**config.mk**
```make
export PLATFORM = sky130hd
export DESIGN_NAME = efpc_top
export DESIGN_NICKNAME = d
export VERILOG_FILES = /design/src/verilog/efpc_pkg.sv /design/src/verilog/efpc_top.sv /design/src/verilog/efpc_prolong.sv
export SDC_FILE = /design/constraint.sdc
export NUM_CORES = 1
export LEC_CHECK = 0
export BUFFER_PORTS_ARGS = -buffer_cell sky130_fd_sc_hd__buf_4
export CAP_MARGIN = 20
export CORE_MARGIN = 5
export CORE_UTILIZATION = 50
export CTS_BUF_LIST = sky130_fd_sc_hd__clkbuf_4 sky130_fd_sc_hd__clkbuf_8 sky130_fd_sc_hd__clkbuf_16
export DETAILED_ROUTE_END_ITERATION = 7
export HOLD_SLACK_MARGIN = 0.06
export PLACE_DENSITY_LB_ADDON = 0.2
export SETUP_SLACK_MARGIN = 0.1
export SYNTH_ARGS = -nofsm -noshare
export SYNTH_HDL_FRONTEND = slang
export SYNTH_SLANG_ARGS = --single-unit
```
**constraint.sdc**
```tcl
create_clock -name mclk_in -period 2.5 [get_ports mclk_in]
set_input_delay 0 -clock mclk_in [delete_from_list [all_inputs] [get_ports mclk_in]]
set_output_delay 0 -clock mclk_in [all_outputs]
set_load 0.05 [all_outputs]
```
**src/verilog/efpc_pkg.sv**
```systemverilog
// shared constants and types for the earth fault permissive comparison block
package efpc_pkg;
  localparam int ADDR_W = 8;
  localparam int DATA_W = 32;
  localparam int CNT_W = 16;
  localparam int PRE_W = 24;
  localparam int NPH = 3;
  localparam int EV_W = 5;
  // register byte offsets
  localparam logic [ADDR_W-1:0] ADDR_CTRL = 8'h00;
  localparam logic [ADDR_W-1:0] ADDR_SYSCMD = 8'h04;
  localparam logic [ADDR_W-1:0] ADDR_PROLONG = 8'h08;
  localparam logic [ADDR_W-1:0] ADDR_TBLK = 8'h0c;
  localparam logic [ADDR_W-1:0] ADDR_STATUS = 8'h10;
  localparam logic [ADDR_W-1:0] ADDR_MASK = 8'h14;
  localparam logic [ADDR_W-1:0] ADDR_STATE = 8'h18;
  // control and system command field positions
  localparam int CTRL_FN_ON = 0;
  localparam int CTRL_THREE_TERM = 1;
  localparam int CTRL_PHASE_SEG = 2;
  localparam int CTRL_SP_TRIP = 3;
  localparam int CTRL_STAGE_FWD = 4;
  localparam int CTRL_CHBLK_EN = 5;
  localparam int CTRL_TB_EN = 6;
  localparam int SYS_ON = 0;
  localparam int SYS_OFF = 1;
  // switching source index in the off flags
  localparam int SRC_PARAM = 0;
  localparam int SRC_SYS = 1;
  localparam int SRC_BIN = 2;
  // status event bits
  localparam int EV_RELEASE = 0;
  localparam int EV_ECHO = 1;
  localparam int EV_SEND = 2;
  localparam int EV_ACTIVE = 3;
  localparam int EV_CHFAIL = 4;
  // timing
  localparam int CLK_NS = 5;
  localparam int TICK_NS = 1000000;
  localparam int TICK_CYC = TICK_NS / CLK_NS;
  localparam logic [CNT_W-1:0] PROLONG_RST = 16'h0000;
  localparam logic [CNT_W-1:0] TBLK_RST = 16'h0000;
  localparam logic [EV_W-1:0] MASK_RST = 5'h00;

  typedef struct packed {
    logic tb_en;
    logic chblk_en;
    logic stage_fwd;
    logic sp_trip;
    logic phase_seg;
    logic three_term;
  } efpc_ctrl_t;

  localparam efpc_ctrl_t CTRL_RST = '{tb_en: 1'b1, chblk_en: 1'b1, stage_fwd: 1'b1,
                                      sp_trip: 1'b0, phase_seg: 1'b0, three_term: 1'b0};

  typedef struct packed {
    logic [ADDR_W-1:0] addr;
    logic [DATA_W-1:0] wdata;
    logic wr;
    logic rd;
  } efpc_bus_t;
endpackage

```
**src/verilog/efpc_top.sv**
```systemverilog
// earth fault permissive comparison: send, release, echo, switching and registers
//
// Local design decisions: the register offsets and the plain strobed port.
`timescale 1ns/1ps
// What this block does
// forward earth fault keys permissive send
// release trip only with forward fault and receive
// prolong send after drop, only after trip
// three-terminal: send both ends, AND receives
// optional per-phase send and receive circuits
// no single phase identified: send all phases
// phase selection only with single-pole trip select
// active only when all three sources on
// only the switching-off source may switch on
// source switch states survive supply loss
// echo on receive without local fault detection
// transient blocking suppresses false releases
// only forward-set stage keys the send
// channel disturbance input may block supplement
// one channel per direction per remote end
// prolongation is a tick down-counter
module efpc_top
  import efpc_pkg::*;
#(
  parameter int TICK_CYCLES = TICK_CYC
) (
  input wire logic mclk_in,
  input wire logic reset_n_in,
  input wire logic ce_in,
  input wire logic [ADDR_W-1:0] addr_in,
  input wire logic [DATA_W-1:0] wdata_in,
  input wire logic wr_in,
  input wire logic rd_in,
  output logic [DATA_W-1:0] rdata_out,
  input wire logic ef_fwd_in,
  input wire logic ef_rev_in,
  input wire logic ef_pickup_in,
  input wire logic [NPH-1:0] phase_sel_in,
  input wire logic trip_in,
  input wire logic [NPH-1:0] rx_a_in,
  input wire logic [NPH-1:0] rx_b_in,
  input wire logic chan_fail_in,
  input wire logic bin_on_in,
  input wire logic bin_off_in,
  input wire logic [2:0] nv_state_in,
  output logic [2:0] nv_state_out,
  output logic [NPH-1:0] send_a_out,
  output logic [NPH-1:0] send_b_out,
  output logic [NPH-1:0] release_out,
  output logic echo_out,
  output logic active_out,
  output logic irq_out
);
  typedef struct packed {
    logic loaded;
    logic [2:0] off;
    efpc_ctrl_t ctrl;
    logic [CNT_W-1:0] prolong;
    logic [CNT_W-1:0] tblk;
    logic [CNT_W-1:0] tb_cnt;
    logic [PRE_W-1:0] pre;
    logic tick;
    logic [EV_W-1:0] status;
    logic [EV_W-1:0] mask;
    logic chfail;
    logic [NPH-1:0] send;
    logic [NPH-1:0] rel;
    logic echo;
    logic active;
    logic irq;
    logic [DATA_W-1:0] rdata;
  } efpc_state_t;

  efpc_state_t st_q, st_d;
  efpc_bus_t bus;
  logic fn_active;
  logic one_phase;
  logic tb_block;
  logic ch_block;
  logic [NPH-1:0] phase_key;
  logic [NPH-1:0] send_cond;
  logic [NPH-1:0] hold;
  logic [NPH-1:0] rx_ok;
  logic [NPH-1:0] rel_cond;
  logic rx_any;
  logic echo_cond;
  logic [EV_W-1:0] ev;

  assign bus = '{addr: addr_in, wdata: wdata_in, wr: wr_in, rd: rd_in};
  assign fn_active = st_q.loaded && (st_q.off == 3'h0);
  assign one_phase = $onehot(phase_sel_in);
  assign tb_block = st_q.ctrl.tb_en && (ef_rev_in || st_q.tb_cnt != '0);
  assign ch_block = st_q.ctrl.chblk_en && chan_fail_in;
  assign rx_any = st_q.ctrl.three_term ? |(rx_a_in | rx_b_in) : |rx_a_in;
  assign echo_cond = fn_active && rx_any && !ef_pickup_in && !ef_fwd_in && !ef_rev_in;

  generate
    for (genvar p = 0; p < NPH; p++) begin : g_phase
      localparam int RP = p;
      logic rxa;
      logic rxb;
      // without segregation the phase 0 channel carries the common signal
      assign rxa = st_q.ctrl.phase_seg ? rx_a_in[RP] : rx_a_in[0];
      assign rxb = st_q.ctrl.phase_seg ? rx_b_in[RP] : rx_b_in[0];
      assign rx_ok[p] = st_q.ctrl.three_term ? (rxa && rxb) : rxa;
      // per-phase keying only when the selector really names one phase
      assign phase_key[p] = !(st_q.ctrl.phase_seg && st_q.ctrl.sp_trip && one_phase)
                            || phase_sel_in[RP];
      assign send_cond[p] = fn_active && st_q.ctrl.stage_fwd && ef_fwd_in && phase_key[p];
      assign rel_cond[p] = send_cond[p] && rx_ok[p] && !tb_block && !ch_block;
      efpc_prolong #(.W(CNT_W)) u_prolong (
        .mclk_in(mclk_in),
        .reset_n_in(reset_n_in),
        .ce_in(ce_in),
        .tick_in(st_q.tick),
        .cond_in(send_cond[p]),
        .trip_in(trip_in),
        .load_in(st_q.prolong),
        .hold_out(hold[p])
      );
    end
  endgenerate

  always_comb begin
    ev = '0;
    ev[EV_RELEASE] = |rel_cond && !(|st_q.rel);
    ev[EV_ECHO] = echo_cond && !st_q.echo;
    ev[EV_SEND] = |send_cond && !(|st_q.send);
    ev[EV_ACTIVE] = fn_active != st_q.active;
    ev[EV_CHFAIL] = chan_fail_in && !st_q.chfail;
  end

  always_comb begin
    st_d = st_q;
    st_d.loaded = 1'b1;
    // switch states come back from retained storage on the first cycle after reset
    if (!st_q.loaded) begin
      st_d.off = nv_state_in;
    end
    if (st_q.pre == PRE_W'(TICK_CYCLES - 1)) begin
      st_d.pre = '0;
      st_d.tick = 1'b1;
    end else begin
      st_d.pre = st_q.pre + 1'b1;
      st_d.tick = 1'b0;
    end
    // each off flag is cleared only by its own source
    if (bin_off_in) begin
      st_d.off[SRC_BIN] = 1'b1;
    end else if (bin_on_in) begin
      st_d.off[SRC_BIN] = 1'b0;
    end
    if (ef_rev_in) begin
      st_d.tb_cnt = st_q.tblk;
    end else if (st_q.tick && st_q.tb_cnt != '0) begin
      st_d.tb_cnt = st_q.tb_cnt - 1'b1;
    end
    st_d.rdata = '0;
    if (bus.wr) begin
      case (bus.addr)
        ADDR_CTRL: begin
          st_d.off[SRC_PARAM] = !bus.wdata[CTRL_FN_ON];
          st_d.ctrl.three_term = bus.wdata[CTRL_THREE_TERM];
          st_d.ctrl.phase_seg = bus.wdata[CTRL_PHASE_SEG];
          st_d.ctrl.sp_trip = bus.wdata[CTRL_SP_TRIP];
          st_d.ctrl.stage_fwd = bus.wdata[CTRL_STAGE_FWD];
          st_d.ctrl.chblk_en = bus.wdata[CTRL_CHBLK_EN];
          st_d.ctrl.tb_en = bus.wdata[CTRL_TB_EN];
        end
        ADDR_SYSCMD: begin
          if (bus.wdata[SYS_OFF]) begin
            st_d.off[SRC_SYS] = 1'b1;
          end else if (bus.wdata[SYS_ON]) begin
            st_d.off[SRC_SYS] = 1'b0;
          end
        end
        ADDR_PROLONG: st_d.prolong = bus.wdata[CNT_W-1:0];
        ADDR_TBLK: st_d.tblk = bus.wdata[CNT_W-1:0];
        ADDR_MASK: st_d.mask = bus.wdata[EV_W-1:0];
        default: ;
      endcase
    end
    if (bus.rd) begin
      case (bus.addr)
        ADDR_CTRL: st_d.rdata = {25'h0, st_q.ctrl, !st_q.off[SRC_PARAM]};
        ADDR_SYSCMD: st_d.rdata = {31'h0, !st_q.off[SRC_SYS]};
        ADDR_PROLONG: st_d.rdata = {16'h0, st_q.prolong};
        ADDR_TBLK: st_d.rdata = {16'h0, st_q.tblk};
        ADDR_STATUS: st_d.rdata = {27'h0, st_q.status};
        ADDR_MASK: st_d.rdata = {27'h0, st_q.mask};
        ADDR_STATE: st_d.rdata = {19'h0, st_q.tb_cnt != '0, st_q.chfail, st_q.echo, st_q.rel,
                                  st_q.send, st_q.off, st_q.active};
        default: st_d.rdata = '0;
      endcase
    end
    // read clears, but an event in the same cycle still lands
    if (bus.rd && bus.addr == ADDR_STATUS) begin
      st_d.status = ev;
    end else begin
      st_d.status = st_q.status | ev;
    end
    st_d.chfail = chan_fail_in;
    st_d.send = send_cond | hold;
    st_d.rel = rel_cond;
    st_d.echo = echo_cond;
    st_d.active = fn_active;
    st_d.irq = |(st_d.status & st_q.mask);
  end

  always_ff @(posedge mclk_in or negedge reset_n_in) begin
    if (!reset_n_in) begin
      st_q <= '0;
      st_q.ctrl <= CTRL_RST;
      st_q.prolong <= PROLONG_RST;
      st_q.tblk <= TBLK_RST;
      st_q.mask <= MASK_RST;
    end else if (ce_in) begin
      st_q <= st_d;
    end
  end

  assign rdata_out = st_q.rdata;
  assign nv_state_out = st_q.off;
  assign send_a_out = st_q.send;
  assign send_b_out = st_q.send;
  assign release_out = st_q.rel;
  assign echo_out = st_q.echo;
  assign active_out = st_q.active;
  assign irq_out = st_q.irq;
endmodule // efpc_top

```
**src/verilog/efpc_prolong.sv**
```systemverilog
// send prolongation down-counter for one phase
`timescale 1ns/1ps
module efpc_prolong
  import efpc_pkg::*;
#(
  parameter int W = CNT_W
) (
  input wire logic mclk_in,
  input wire logic reset_n_in,
  input wire logic ce_in,
  input wire logic tick_in,
  input wire logic cond_in,
  input wire logic trip_in,
  input wire logic [W-1:0] load_in,
  output logic hold_out
);
  typedef struct packed {
    logic prev;
    logic trip_seen;
    logic [W-1:0] cnt;
  } efpc_prol_t;

  efpc_prol_t st_q, st_d;
  logic fall;

  assign fall = st_q.prev && !cond_in;
  // bridge the cycle in which the counter loads so send does not drop for one cycle when the trip was seen before the drop
  assign hold_out = (st_q.cnt != '0) || (fall && st_q.trip_seen && load_in != '0);

  always_comb begin
    st_d = st_q;
    st_d.prev = cond_in;
    if (cond_in) begin
      st_d.trip_seen = st_q.trip_seen || trip_in;
      st_d.cnt = '0;
    end else if (fall) begin
      st_d.trip_seen = 1'b0;
      if (st_q.trip_seen || trip_in) begin
        st_d.cnt = load_in;
      end
    end else if (tick_in && st_q.cnt != '0) begin
      st_d.cnt = st_q.cnt - 1'b1;
    end
  end

  always_ff @(posedge mclk_in or negedge reset_n_in) begin
    if (!reset_n_in) begin
      st_q <= '0;
    end else if (ce_in) begin
      st_q <= st_d;
    end
  end
endmodule // efpc_prolong

```
# Yosys cells after proc, flatten, opt, wreduce, memory -nomap -nowiden
# Index checks and enable logic that the tools add are counted.
[classes]
n_eq_ne = 13
n_reduce_logical = 103
addsub = 7
mux = 39
bitwise_logic = 4
[ops]
columns = ["operator", "n"]
rows = [
  ["16-bit two-way mux", 14],
  ["16-bit case mux with 7 select lines", 1],
  ["16-bit nonzero test", 5],
  ["16-bit by 1-bit subtractor with 16-bit output, second input constant", 4],
  ["17-bit two-way mux", 3],
  ["1-bit logical AND", 44],
  ["40-bit two-way mux", 1],
  ["25-bit two-way mux", 1],
  ["24-bit by 1-bit adder with 24-bit output, second input constant", 1],
  ["24-bit by 18-bit equality test with 1-bit output, second input constant", 1],
  ["8-bit by 5-bit equality test with 1-bit output, second input constant", 3],
  ["3-bit AND reduction", 7],
  ["3-bit OR reduction", 6],
  ["8-bit by 4-bit equality test with 1-bit output, second input constant", 2],
  ["1-bit logical NOT", 16],
  ["1-bit two-way mux", 16],
  ["1-bit logical OR", 10],
  ["2-bit AND reduction", 5],
  ["3-bit by 2-bit inequality test with 1-bit output, second input constant", 3],
  ["3-bit nonzero test", 3],
  ["8-bit by 3-bit equality test with 1-bit output, second input constant", 1],
  ["8-bit logical NOT", 1],
  ["2-bit nonzero test", 4],
  ["7-bit two-way mux", 1],
  ["12 further kinds", 13],
]
[word_totals]
ff_bits = 189
word_cells = 198
output_inout_bits = 47
in_bits = 64

# Longest topological paths before layout
# Gate-level depths: netlist of the first run.
[depth]
ltp_word = 16
mapped_depth = 10
ltp_nobuf = 7

# Hierarchy
# Synthesis of the first run repeated with hierarchy kept, for this count alone.
[hier_totals]
hier_cells = 1057
hier_area_um2 = 10371.2
[by_module_without_submodules]
columns = ["mod", "instances", "area_each_um2", "cells_each", "seq_area_each_um2"]
rows = [
  ["efpc_top", 1, 6328.6, 595, 2981.6],
  ["efpc_prolong", 3, 1347.5, 154, 450.4],
]

# Worst setup path before layout of the first run
# Ideal clock, no wire load.
[synth_path]
kind = "register to register"
startpoint = "reg g_phase[1].u_prolong.st_q[0] (netlist bit)"
endpoint = "reg g_phase[1].u_prolong.st_q[5] (netlist bit)"
slack_ps = -12
setup_time_ps = 80
path_buffers = 2
period_less_slack_ps = 2512
arrival_time_ps = 2432
t_required_ps = 2420
stages_incl_launch_ff = 10
path_cell_list = "dfrtp_1 > inv_1 > ha_1 > or4b_4 > or4_4 > buf_6 > o21a_4 > buf_6 > o221a_1 > o22ai_2"
[synth_via]
elab_chain_cells = 4
elab_cells_between_ends = 8
classes_between = "add/sub: 1; mux: 3; reduce/logical: 4"
[synth_lines]
columns = ["item", "line_no", "text"]
rows = [
  ["start: declaration", "efpc_prolong.sv:23", "efpc_prol_t st_q, st_d;"],
  ["start signal: assignment", "efpc_prolong.sv:50", "st_q <= st_d;"],
  ["16-bit by 1-bit subtractor with 16-bit output or 16-bit nonzero test (tied branches)", "efpc_prolong.sv:42, efpc_prolong.sv:41", ""],
  ["16-bit two-way mux or 1-bit logical AND (tied branches)", "efpc_prolong.sv:41", "end else if (tick_in && st_q.cnt != '0) begin"],
  ["16-bit two-way mux or 3-bit nonzero test (tied branches)", "n/a", ""],
  ["17-bit two-way mux or 3-bit AND reduction (tied branches)", "n/a", ""],
]
# Parallel ways exist; a longest one is shown, timed or not. The select of a mux whose other input is x is not followed.
# A chain may end at the register's enable or synchronous reset.

# Worst setup path in the final report of the first run
[layout_path]
startpoint = "reg g_phase[1].u_prolong.st_q[0] (netlist bit)"
endpoint = "reg g_phase[1].u_prolong.st_q[10] (netlist bit)"
# The elaborated chain is that of the path after synthesis.

==> results.txt, run 1 <==
Req. time, crit path: 2810 ps
antenna violations before repair: 0
Antenna Cells: 0
placed cell count: 1402
final hold vios: 0
Worst Reg-to-Reg Cells: 8
WP data arrival: 2780 ps
Chip Width: 153 µm
WL final: 30900 µm
clk buf depth: 2
pwr/cell area: 540 nW/µm²
Place WS: 8.74 ps
hold_ws: 80.0 ps
clk_skew: 12.9 ps
dpl hpwl: 21400 µm
Synth area leaders: dfrtp_1 (42%), mux2_2 (4.6%), buf_4 (3.2%), nor2_1 (2.8%), nand2_1 (2.5%)
Layout Utilization: 0.606
critical path type: reg2reg
outcome: finished, final reports clean
worst hold path cell count: 4
setup TNS: 0 ps
CP Launch Type: flop
Post-Synthesis Cells: 1071
worst vdd ir: 427 µV
most numerous cell in the Yosys netlist: dfrtp_1
wire per inst: 21.0 µm
Iter 0 DRT Violations: 876
first-pass GRT wire length: 49700 µm
first-pass detailed-route iteration total: 5
via count: 9370
Hold Crit Class: in2reg
top cell types by occurrence after synthesis: dfrtp_1 (170), nor2_1 (75), nand2_1 (69)
RSZ-0062 raised after global routing: true
worst-skew pair later-pin latency: 430 ps
Final period util: 0.986
CORE AREA: 20200 µm²
Syn. warnings: 0
die height: 153 µm
CP Depth: 8
crit path max-delay cell type: or4_4
largest net degree at the start of global routing: 82
die area: 23300 µm²
CP peak stage delay: 550 ps
fmax: 406 MHz
fin worst setup slack: 34.4 ps
area grow syn2layout: 20.0%
GRT overflow: 0
Initial Util: 0.505
syn_area_per_cell: 9.51 µm²
P_leak: 5.26 nW
Vias/cell: 6.37
Slew Limit Fails: 0
Final #Nets: 1260
Num CTS Buffers: 17
share of cells above drive strength 1: 0.235
asr flop ratio synth: 1.00
crit path capture type: flop
drc violations: 0
Setup-failing EPs final: 0
Reg clk slew, reported paths: 70 ps
clk sinks: 173
num ports: 111
Final Non-Filler Cells: 1471
Mapped Area: 10200 µm²
Slew @ Worst Pin: 803 ps
Unique masters post-synth: 88
vias in the first global route: 8855
CP top delay family: simple AND/OR/NAND/NOR gates
port bufs: 78
CP Max Fanout: 7
CTS H-tree lvls: 4
post-synth top area cell: dfrtp_1
crit path buf inv count: 2
slew margin rel.: 0.461
All-Layer GR Usage: 0.263
sequential share of the synthesized area: 0.425
Post-synth EDFFs: 0
CTS tree: done
#FFs+latches synth: 173
crit path time final: 2470 ps
Placer Congestion: 0.933
ys flop type: dfrtp_1
Critical Path, Cell by Cell: inv_2, ha_4, or4b_4, or4_4, buf_12, o21ai_4, a21boi_4, a221o_1
Max Cap Viol: 0
CTS root buffer: clkbuf_16
Routed Antenna Nets: 0
top-area cell type share of the netlist area: 0.418
# rows: 52
## kinds of logic after synthesis
group	count (synthesis)	synth area share
compound gates	298	0.220
xor+xnor	23	0.0198
fa+ha+maj	7	0.00934
buf+inv	155	0.0759
flops	173	0.425
mux	60	0.0654
other cells	1	0.000368
simple gates	354	0.184
## final cells by class
| type | count | area [µm²] |
|---|---|---|
| timing repair buffer | 192 | 1560 |
| clock buffer | 17 | 425 |
| clock inverter | 14 | 144 |
| sequential | 173 | 4330 |
| tap | 270 | 338 |
| fill | 1717 | 7950 |
| inverter | 46 | 173 |
| multi-input combinational | 759 | 5250 |
## layer usage
layer	share of wire	up-vias	global-route usage
li1	-	4258	-
met1	0.43	4618	0.379
met2	0.45	455	0.400
met3	0.096	39	0.0636
met4	0.018	0	0.0700
met5	0	-	0
## what timing repair did
item | 4_1_cts | 5_1_grt
buffers inserted | 5 | 1
hold buffers | 31 | 0
cloned | 1 | 0
pin swaps | 8 | 6
endpoints found under the hold margin | 132 | 0
setup endpoints to repair | 16 | 30
gates resized for setup | 12 | 7
## tightest hold or removal path, delay by kind of cell
family / cells / cell delay (ps)
simple gates: 2 / 230
buf+inv: 1 / 160
compound gates: 1 / 70
## registers in the layout, summed over array words and instances (netlist names)
signal and count:
st_q 91, echo_out 1, rdata_out 16, nv_state_out 3, send_a_out 3, irq_out 1
release_out 3, active_out 1, g_phase.u_prolong.st_q 54
## layout by cell type, fill, tap and decap left out, types with 13 or more instances in the layout
| master | netlist | final |
|---|---|---|
| nor3_1 | 35 | 35 |
| a21oi_1 | 49 | 49 |
| nor4_1 | 41 | 40 |
| a221o_1 | 13 | 13 |
| nand2_1 | 69 | 68 |
| clkbuf_16 | 0 | 17 |
| o221ai_1 | 18 | 14 |
| o21ai_0 | 39 | 39 |
| conb_1 | 1 | 16 |
| dlygate4sd3_1 | 0 | 31 |
| o211ai_1 | 14 | 14 |
| a22o_1 | 20 | 20 |
| mux2i_1 | 17 | 17 |
| nand4_1 | 20 | 20 |
| nand3_1 | 32 | 32 |
| mux2_2 | 42 | 42 |
| nor2_1 | 75 | 75 |
| dfrtp_1 | 170 | 170 |
| o2bb2ai_1 | 26 | 26 |
| inv_1 | 46 | 43 |
| xnor2_1 | 14 | 14 |
| buf_4 | 44 | 156 |
## path summary, 6_finish.rpt
| path | start | end | slack [ps] |
|---|---|---|---|
| max | g_phase[1].u_prolong.st_q[0] | g_phase[1].u_prolong.st_q[10] | 30 |
| min | addr_in[3] | rdata_out[11] | 80 |
| max reg2reg | g_phase[1].u_prolong.st_q[0] | g_phase[1].u_prolong.st_q[10] | 30 |
| min reg2reg | st_q[76] | st_q[76] | 480 |
| max in group asynchronous | reset_n_in | g_phase[1].u_prolong.st_q[15] | 1460 |
| min in group asynchronous | reset_n_in | st_q[134] | 180 |
## power by group
part | leakage (nW) | switching (mW) | internal (mW)
logic | 2.80 | 0.510 | 0.353
clock network | 0.279 | 1.18 | 1.47
registers | 2.18 | 0.161 | 2.93
total | 5.26 | 1.85 | 4.75
## through the flow
stage	total power, mW	cell area [µm²]
2_1_floorplan	3.61	10300
3_3_place_gp	3.93	11200
3_5_place_dp	3.94	11200
4_1_cts	6.62	12200
5_1_grt	6.89	12200
6_report	6.60	12200
(Power assumes the default switching activity.)
==> run 2: changes to the inputs <==
Settings changed: CORE_UTILIZATION 50 to 54.
==> run 2 against run 1 <==
Non-clock buffer count up 4. Sequential share of layout area is 0.19 points lower. Clock skew shrank 0.52 ps. Wire length is 0.15% lower. Maximum frequency grew 2.3%. Power rose by 3.9%. Count of clock-buffer cells in the layout rose by 6. Cell count fell by 2.1%. Global-route usage up 2.1 points. First-iteration DRC count rose by 16%. Largest cell class unchanged. Largest power group unchanged.
==> results.txt, run 2 (synthesis gave the netlist of run 1 again) <==
placed cell count: 1368 (was 1402)
Layout Utilization: 0.659 (was 0.606)
most frequent cells in the layout: dfrtp_1 (170), buf_4 (158), nor2_1 (74) (was dfrtp_1 (170), buf_4 (156), nor2_1 (75))
P_leak: 5.31 nW (was 5.26 nW)
critical path type: reg2reg (unchanged)
port bufs: 78 (unchanged)
Final Non-Filler Cells: 1440 (was 1471)
GRT overflow: 0 (unchanged)
crit path capture type: flop (unchanged)
WP data arrival: 2780 ps (about the same)
Hold Crit Class: in2reg (unchanged)
die height: 147 µm (was 153 µm)
setup TNS: 0 ps (unchanged)
dpl hpwl: 21000 µm (was 21400 µm)
fmax: 415 MHz (was 406 MHz)
crit path time final: 2410 ps (was 2470 ps)
via count: 9397 (was 9370)
Reg area: 4330 µm² (unchanged)
Reg clk slew, reported paths: 70 ps (about the same)
area grow syn2layout: 20.6% (was 20.0%)
Chip Width: 147 µm (was 153 µm)
fin worst setup slack: 90.6 ps (was 34.4 ps)
Largest register FFs: 91 (unchanged)
share of cells above drive strength 1: 0.239 (was 0.235)
Slew @ Worst Pin: 788 ps (was 803 ps)
clk buf depth: 2 (unchanged)
final hold vios: 0 (unchanged)
Antenna Cells: 0 (unchanged)
antenna violations before repair: 0 (unchanged)
CTS H-tree lvls: 4 (unchanged)
Req. time, crit path: 2870 ps (was 2810 ps)
Final period util: 0.964 (was 0.986)
CTS tree: done (unchanged)
CP Max Fanout: 7 (unchanged)
Most flops, register: st_q (unchanged)
Initial Util: 0.546 (was 0.505)
CP Launch Type: flop (unchanged)
worst-skew pair later-pin latency: 440 ps (was 430 ps)
die area: 21700 µm² (was 23300 µm²)
largest net degree at the start of global routing: 86 (was 82)
CORE AREA: 18600 µm² (was 20200 µm²)
Num CTS Buffers: 17 (unchanged)
most common cell after layout, fill and taps aside: dfrtp_1 (unchanged)
Routed Antenna Nets: 0 (unchanged)
vias in the first global route: 8917 (was 8855)
first-pass GRT wire length: 49300 µm (was 49700 µm)
Vias/cell: 6.53 (was 6.37)
# rows: 50 (was 52)
slew margin rel.: 0.471 (was 0.461)
RSZ-0062 raised after global routing: true (unchanged)
drc violations: 0 (unchanged)
wire per inst: 21.4 µm (was 21.0 µm)
first-pass detailed-route iteration total: 5 (unchanged)
outcome: finished, final reports clean (unchanged)
Iter 0 DRT Violations: 1018 (was 876)
Place WS: 20.0 ps (was 8.74 ps)
Placer Congestion: 0.955 (was 0.933)
CTS root buffer: clkbuf_16 (unchanged)
Setup-failing EPs final: 0 (unchanged)
Max Cap Viol: 0 (unchanged)
WL final: 30800 µm (was 30900 µm)
clk sinks: 173 (unchanged)
Slew Limit Fails: 0 (unchanged)
pwr/cell area: 558 nW/µm² (was 540 nW/µm²)
fillers: 1487 (was 1717)
footprint of the multi-input gates: 5250 µm² (about the same)
Final #Nets: 1264 (was 1260)
num ports: 111 (unchanged)
worst vdd ir: 430 µV (was 427 µV)
clk_skew: 12.4 ps (was 12.9 ps)
All-Layer GR Usage: 0.284 (was 0.263)
-- run 2: cell types whose count changed in the layout (fill, tap and decap cells not counted), sizes merged --
cell and delta:
clkbuf +6, bufinv +2, buf +4, clkinv -4, inv -2, clkinvlp -1
-- run 2: report_power, final --
group / switching [mW] / total [mW] / internal [mW] / leakage, nW
logic: 0.520 / 0.877 / 0.357 / 2.82
clock network: 1.12 / 2.90 / 1.78 / 0.316
registers: 0.155 / 3.08 / 2.93 / 2.18
total: 1.80 / 6.86 / 5.06 / 5.31
-- run 2: path summary, 6_finish.rpt --
path	slack (ps)	start	end	cells past startpoint
setup / recovery	90	g_phase[1].u_prolong.st_q[1]	g_phase[1].u_prolong.st_q[3]	8
max in group asynchronous	1520	reset_n_in	st_q[103]	3
min in group asynchronous	120	reset_n_in	rdata_out[0]	2
setup reg to reg	90	g_phase[1].u_prolong.st_q[1]	g_phase[1].u_prolong.st_q[3]	8
hold reg to reg	480	st_q[76]	st_q[76]	1
hold / removal	80	nv_state_in[1]	nv_state_out[1]	5
-- run 2: critical path: stages, from the launching register on --
cell and delay [ps]:
dfrtp_1 400, inv_2 80, ha_4 130, or4b_4 460
or4_4 560, o21a_4 270, buf_6 150, o221ai_2 160
a22o_1 140
-- run 2: layout make-up --
class | count | share of cell area
repair buffers | 196 | 0.130
flip-flops and latches | 173 | 0.353
well taps | 234 | 0.0238
clock inverters | 9 | 0.0129
inverters | 46 | 0.0141
clock buffers | 23 | 0.0393
multi-input cells | 759 | 0.428
-- run 2: metal layers --
metal / up-vias / routed length (µm) / track usage
met5: - / 0 / 0
met3: 79 / 2670 / 0.0580
met2: 482 / 13900 / 0.436
li1: 4276 / - / -
met1: 4560 / 13300 / 0.402
met4: 0 / 1000 / 0.0979
-- run 2: what timing repair did --
action                                  4_1_cts  5_1_grt
endpoints found under the setup margin       15       23
hold endpoints to repair                    130        0
setup buffers                                 6        2
hold buffers                                 31        0
resized for setup                            13        8
gates cloned                                  1        0
pin swaps                                     9        6
-- run 2: stage by stage --
step	total power [mW]	cell area [µm²]	hold WS, ps
6_report	6.86	12300	77.3
4_1_cts	6.88	12200	67.1
3_5_place_dp	3.94	11200	41.2
3_3_place_gp	3.92	11200	36.1
5_1_grt	7.12	12300	90.6
2_1_floorplan	3.61	10300	-296
==> run 3: changes to the inputs <==
Settings changed: CORE_UTILIZATION 54 to 45.
==> run 3 against run 2 <==
Sequential share of layout area decreased by 0.16 points. Cell count increased by 3.8%. Clock skew decreased by 2.0 ps. Power decreased by 2.7%. Clock power decreased by 7%. Utilization decreased by 11 points. Maximum frequency increased by 0.31%. Sequential power about the same. Non-clock buffer count increased by 4. Sequential cell count unchanged. Final area increased by 0.46%. Critical endpoint is now g_phase[1].u_prolong.st_q[14]. Highest routed layer unchanged.
==> results.txt, run 3 (synthesis gave the netlist of run 1 again) <==
WL final: 31800 µm (was 30800 µm)
worst vdd ir: 415 µV (was 430 µV)
crit path capture type: flop (unchanged)
clk buf depth: 2 (unchanged)
share of cells above drive strength 1: 0.242 (was 0.239)
CTS tree: done (unchanged)
crit path time final: 2400 ps (was 2410 ps)
critical path type: reg2reg (unchanged)
# rows: 55 (was 50)
All-Layer GR Usage: 0.243 (was 0.284)
Reg clk slew, reported paths: 70 ps (about the same)
worst-skew pair later-pin latency: 440 ps (about the same)
antenna violations before repair: 0 (unchanged)
most common cell after layout, fill and taps aside: dfrtp_1 (unchanged)
die area: 25700 µm² (was 21700 µm²)
Placer Congestion: 0.939 (was 0.955)
CTS H-tree lvls: 4 (unchanged)
Slew @ Worst Pin: 731 ps (was 788 ps)
slew margin rel.: 0.513 (was 0.471)
area grow syn2layout: 21.2% (was 20.6%)
Num CTS Buffers: 17 (unchanged)
CP Max Fanout: 5 (was 7)
RSZ-0062 raised after global routing: true (unchanged)
Vias/cell: 6.24 (was 6.53)
Req. time, crit path: 2830 ps (was 2870 ps)
Final #Nets: 1268 (was 1264)
Hold Crit Class: in2reg (unchanged)
first-pass GRT wire length: 50400 µm (was 49300 µm)
Final Non-Filler Cells: 1495 (was 1440)
Setup-failing EPs final: 0 (unchanged)
CP Launch Type: flop (unchanged)
footprint of the multi-input gates: 5270 µm² (was 5250 µm²)
Largest register FFs: 91 (unchanged)
outcome: finished, final reports clean (unchanged)
placed cell count: 1421 (was 1368)
dpl hpwl: 22300 µm (was 21000 µm)
Most flops, register: st_q (unchanged)
via count: 9330 (was 9397)
WP data arrival: 2730 ps (was 2780 ps)
Final period util: 0.961 (was 0.964)
final hold vios: 0 (unchanged)
clk sinks: 173 (unchanged)
Slew Limit Fails: 0 (unchanged)
crit path buf inv count: 2 (unchanged)
first-pass detailed-route iteration total: 5 (unchanged)
CP peak stage delay: 560 ps (about the same)
P_leak: 5.35 nW (was 5.31 nW)
clk_skew: 10.4 ps (was 12.4 ps)
CORE AREA: 22400 µm² (was 18600 µm²)
wire per inst: 21.3 µm (was 21.4 µm)
largest net degree at the start of global routing: 75 (was 86)
CP top delay family: simple AND/OR/NAND/NOR gates (unchanged)
vias in the first global route: 9015 (was 8917)
most frequent cells in the layout: dfrtp_1 (170), buf_4 (163), nor2_1 (74) (was dfrtp_1 (170), buf_4 (158), nor2_1 (74))
GRT overflow: 0 (unchanged)
Iter 0 DRT Violations: 892 (was 1018)
Layout Utilization: 0.550 (was 0.659)
num ports: 111 (unchanged)
Initial Util: 0.454 (was 0.546)
die height: 160 µm (was 147 µm)
port bufs: 78 (unchanged)
drc violations: 0 (unchanged)
crit path max-delay cell type: or4_4 (unchanged)
Antenna Cells: 0 (unchanged)
CTS root buffer: clkbuf_16 (unchanged)
Max Cap Viol: 0 (unchanged)
pwr/cell area: 541 nW/µm² (was 558 nW/µm²)
Routed Antenna Nets: 0 (unchanged)
setup TNS: 0 ps (unchanged)
Chip Width: 160 µm (was 147 µm)
fmax: 416 MHz (was 415 MHz)
Reg area: 4330 µm² (unchanged)
fillers: 2021 (was 1487)
Critical Path, Cell by Cell: inv_2, ha_4, or4b_4, or4_4, buf_4, nor3_1, o221ai_1, a22o_1 (was inv_2, ha_4, or4b_4, or4_4, o21a_4, buf_6, o221ai_2, a22o_1)
run 3: cell count changes in the layout (fill, tap and decap cells not counted), sizes merged:
cell | before | now
bufinv | 4 | 1
clkbuf | 23 | 18
clkinv | 3 | 4
buf | 165 | 170
dlygate4sd3 | 31 | 30
inv | 47 | 54
run 3: area by class of cell:
type | count | share of cell area
multi-input combinational | 759 | 0.427
tap | 285 | 0.0289
sequential | 173 | 0.351
timing repair buffer | 200 | 0.132
clock buffer | 18 | 0.0356
inverter | 46 | 0.0140
clock inverter | 14 | 0.0120
run 3: tightest hold or removal path: stages:
cell and delay [ps]:
buf_4 90, or3_1 100, o211ai_1 120, o21ai_0 150
run 3: metrics by stage:
stage                     hold WS [ps]  worst slack, ps  power, mW  instance area [µm²]
after floorplan                   -296             35.3       3.61                10300
after global placement            88.4             54.6       3.94                11300
after detailed placement          81.9             11.4       3.95                11300
after CTS                         67.7             71.5       6.69                12200
after global routing              82.4             28.1       6.92                12300
final                             69.8             98.0       6.67                12300
run 3: power by group:
part	switching, mW	internal (mW)
registers	0.150	2.93
clock network	1.27	1.44
logic	0.524	0.364
run 3: per-layer routing:
metal	up-vias	global-route usage	wire, µm
li1	4292	-	-
met2	342	0.378	14600
met4	0	0.0813	805
met1	4641	0.347	14300
met3	55	0.0413	2080
met5	-	0	0
run 3: repair_timing:
| action | in CTS | in global routing |
|---|---|---|
| gates cloned | 1 | 0 |
| setup endpoints to repair | 21 | 23 |
| buffers inserted | 6 | 5 |
| endpoints found under the hold margin | 135 | 0 |
| pin swaps | 6 | 10 |
| hold buffers | 30 | 0 |
| resized for setup | 6 | 16 |
run 3: worst paths after layout:
check	start	to	slack, ps	cells after the start
hold reg to reg	st_q[76]	st_q[76]	470	1
min in group asynchronous	reset_n_in	rdata_out[0]	160	2
hold / removal	rx_a_in[2]	echo_out	70	4
max in group asynchronous	reset_n_in	g_phase[2].u_prolong.st_q[1]	1520	3
setup / recovery	g_phase[1].u_prolong.st_q[1]	g_phase[1].u_prolong.st_q[14]	100	8
setup reg to reg	g_phase[1].u_prolong.st_q[1]	g_phase[1].u_prolong.st_q[14]	100	8
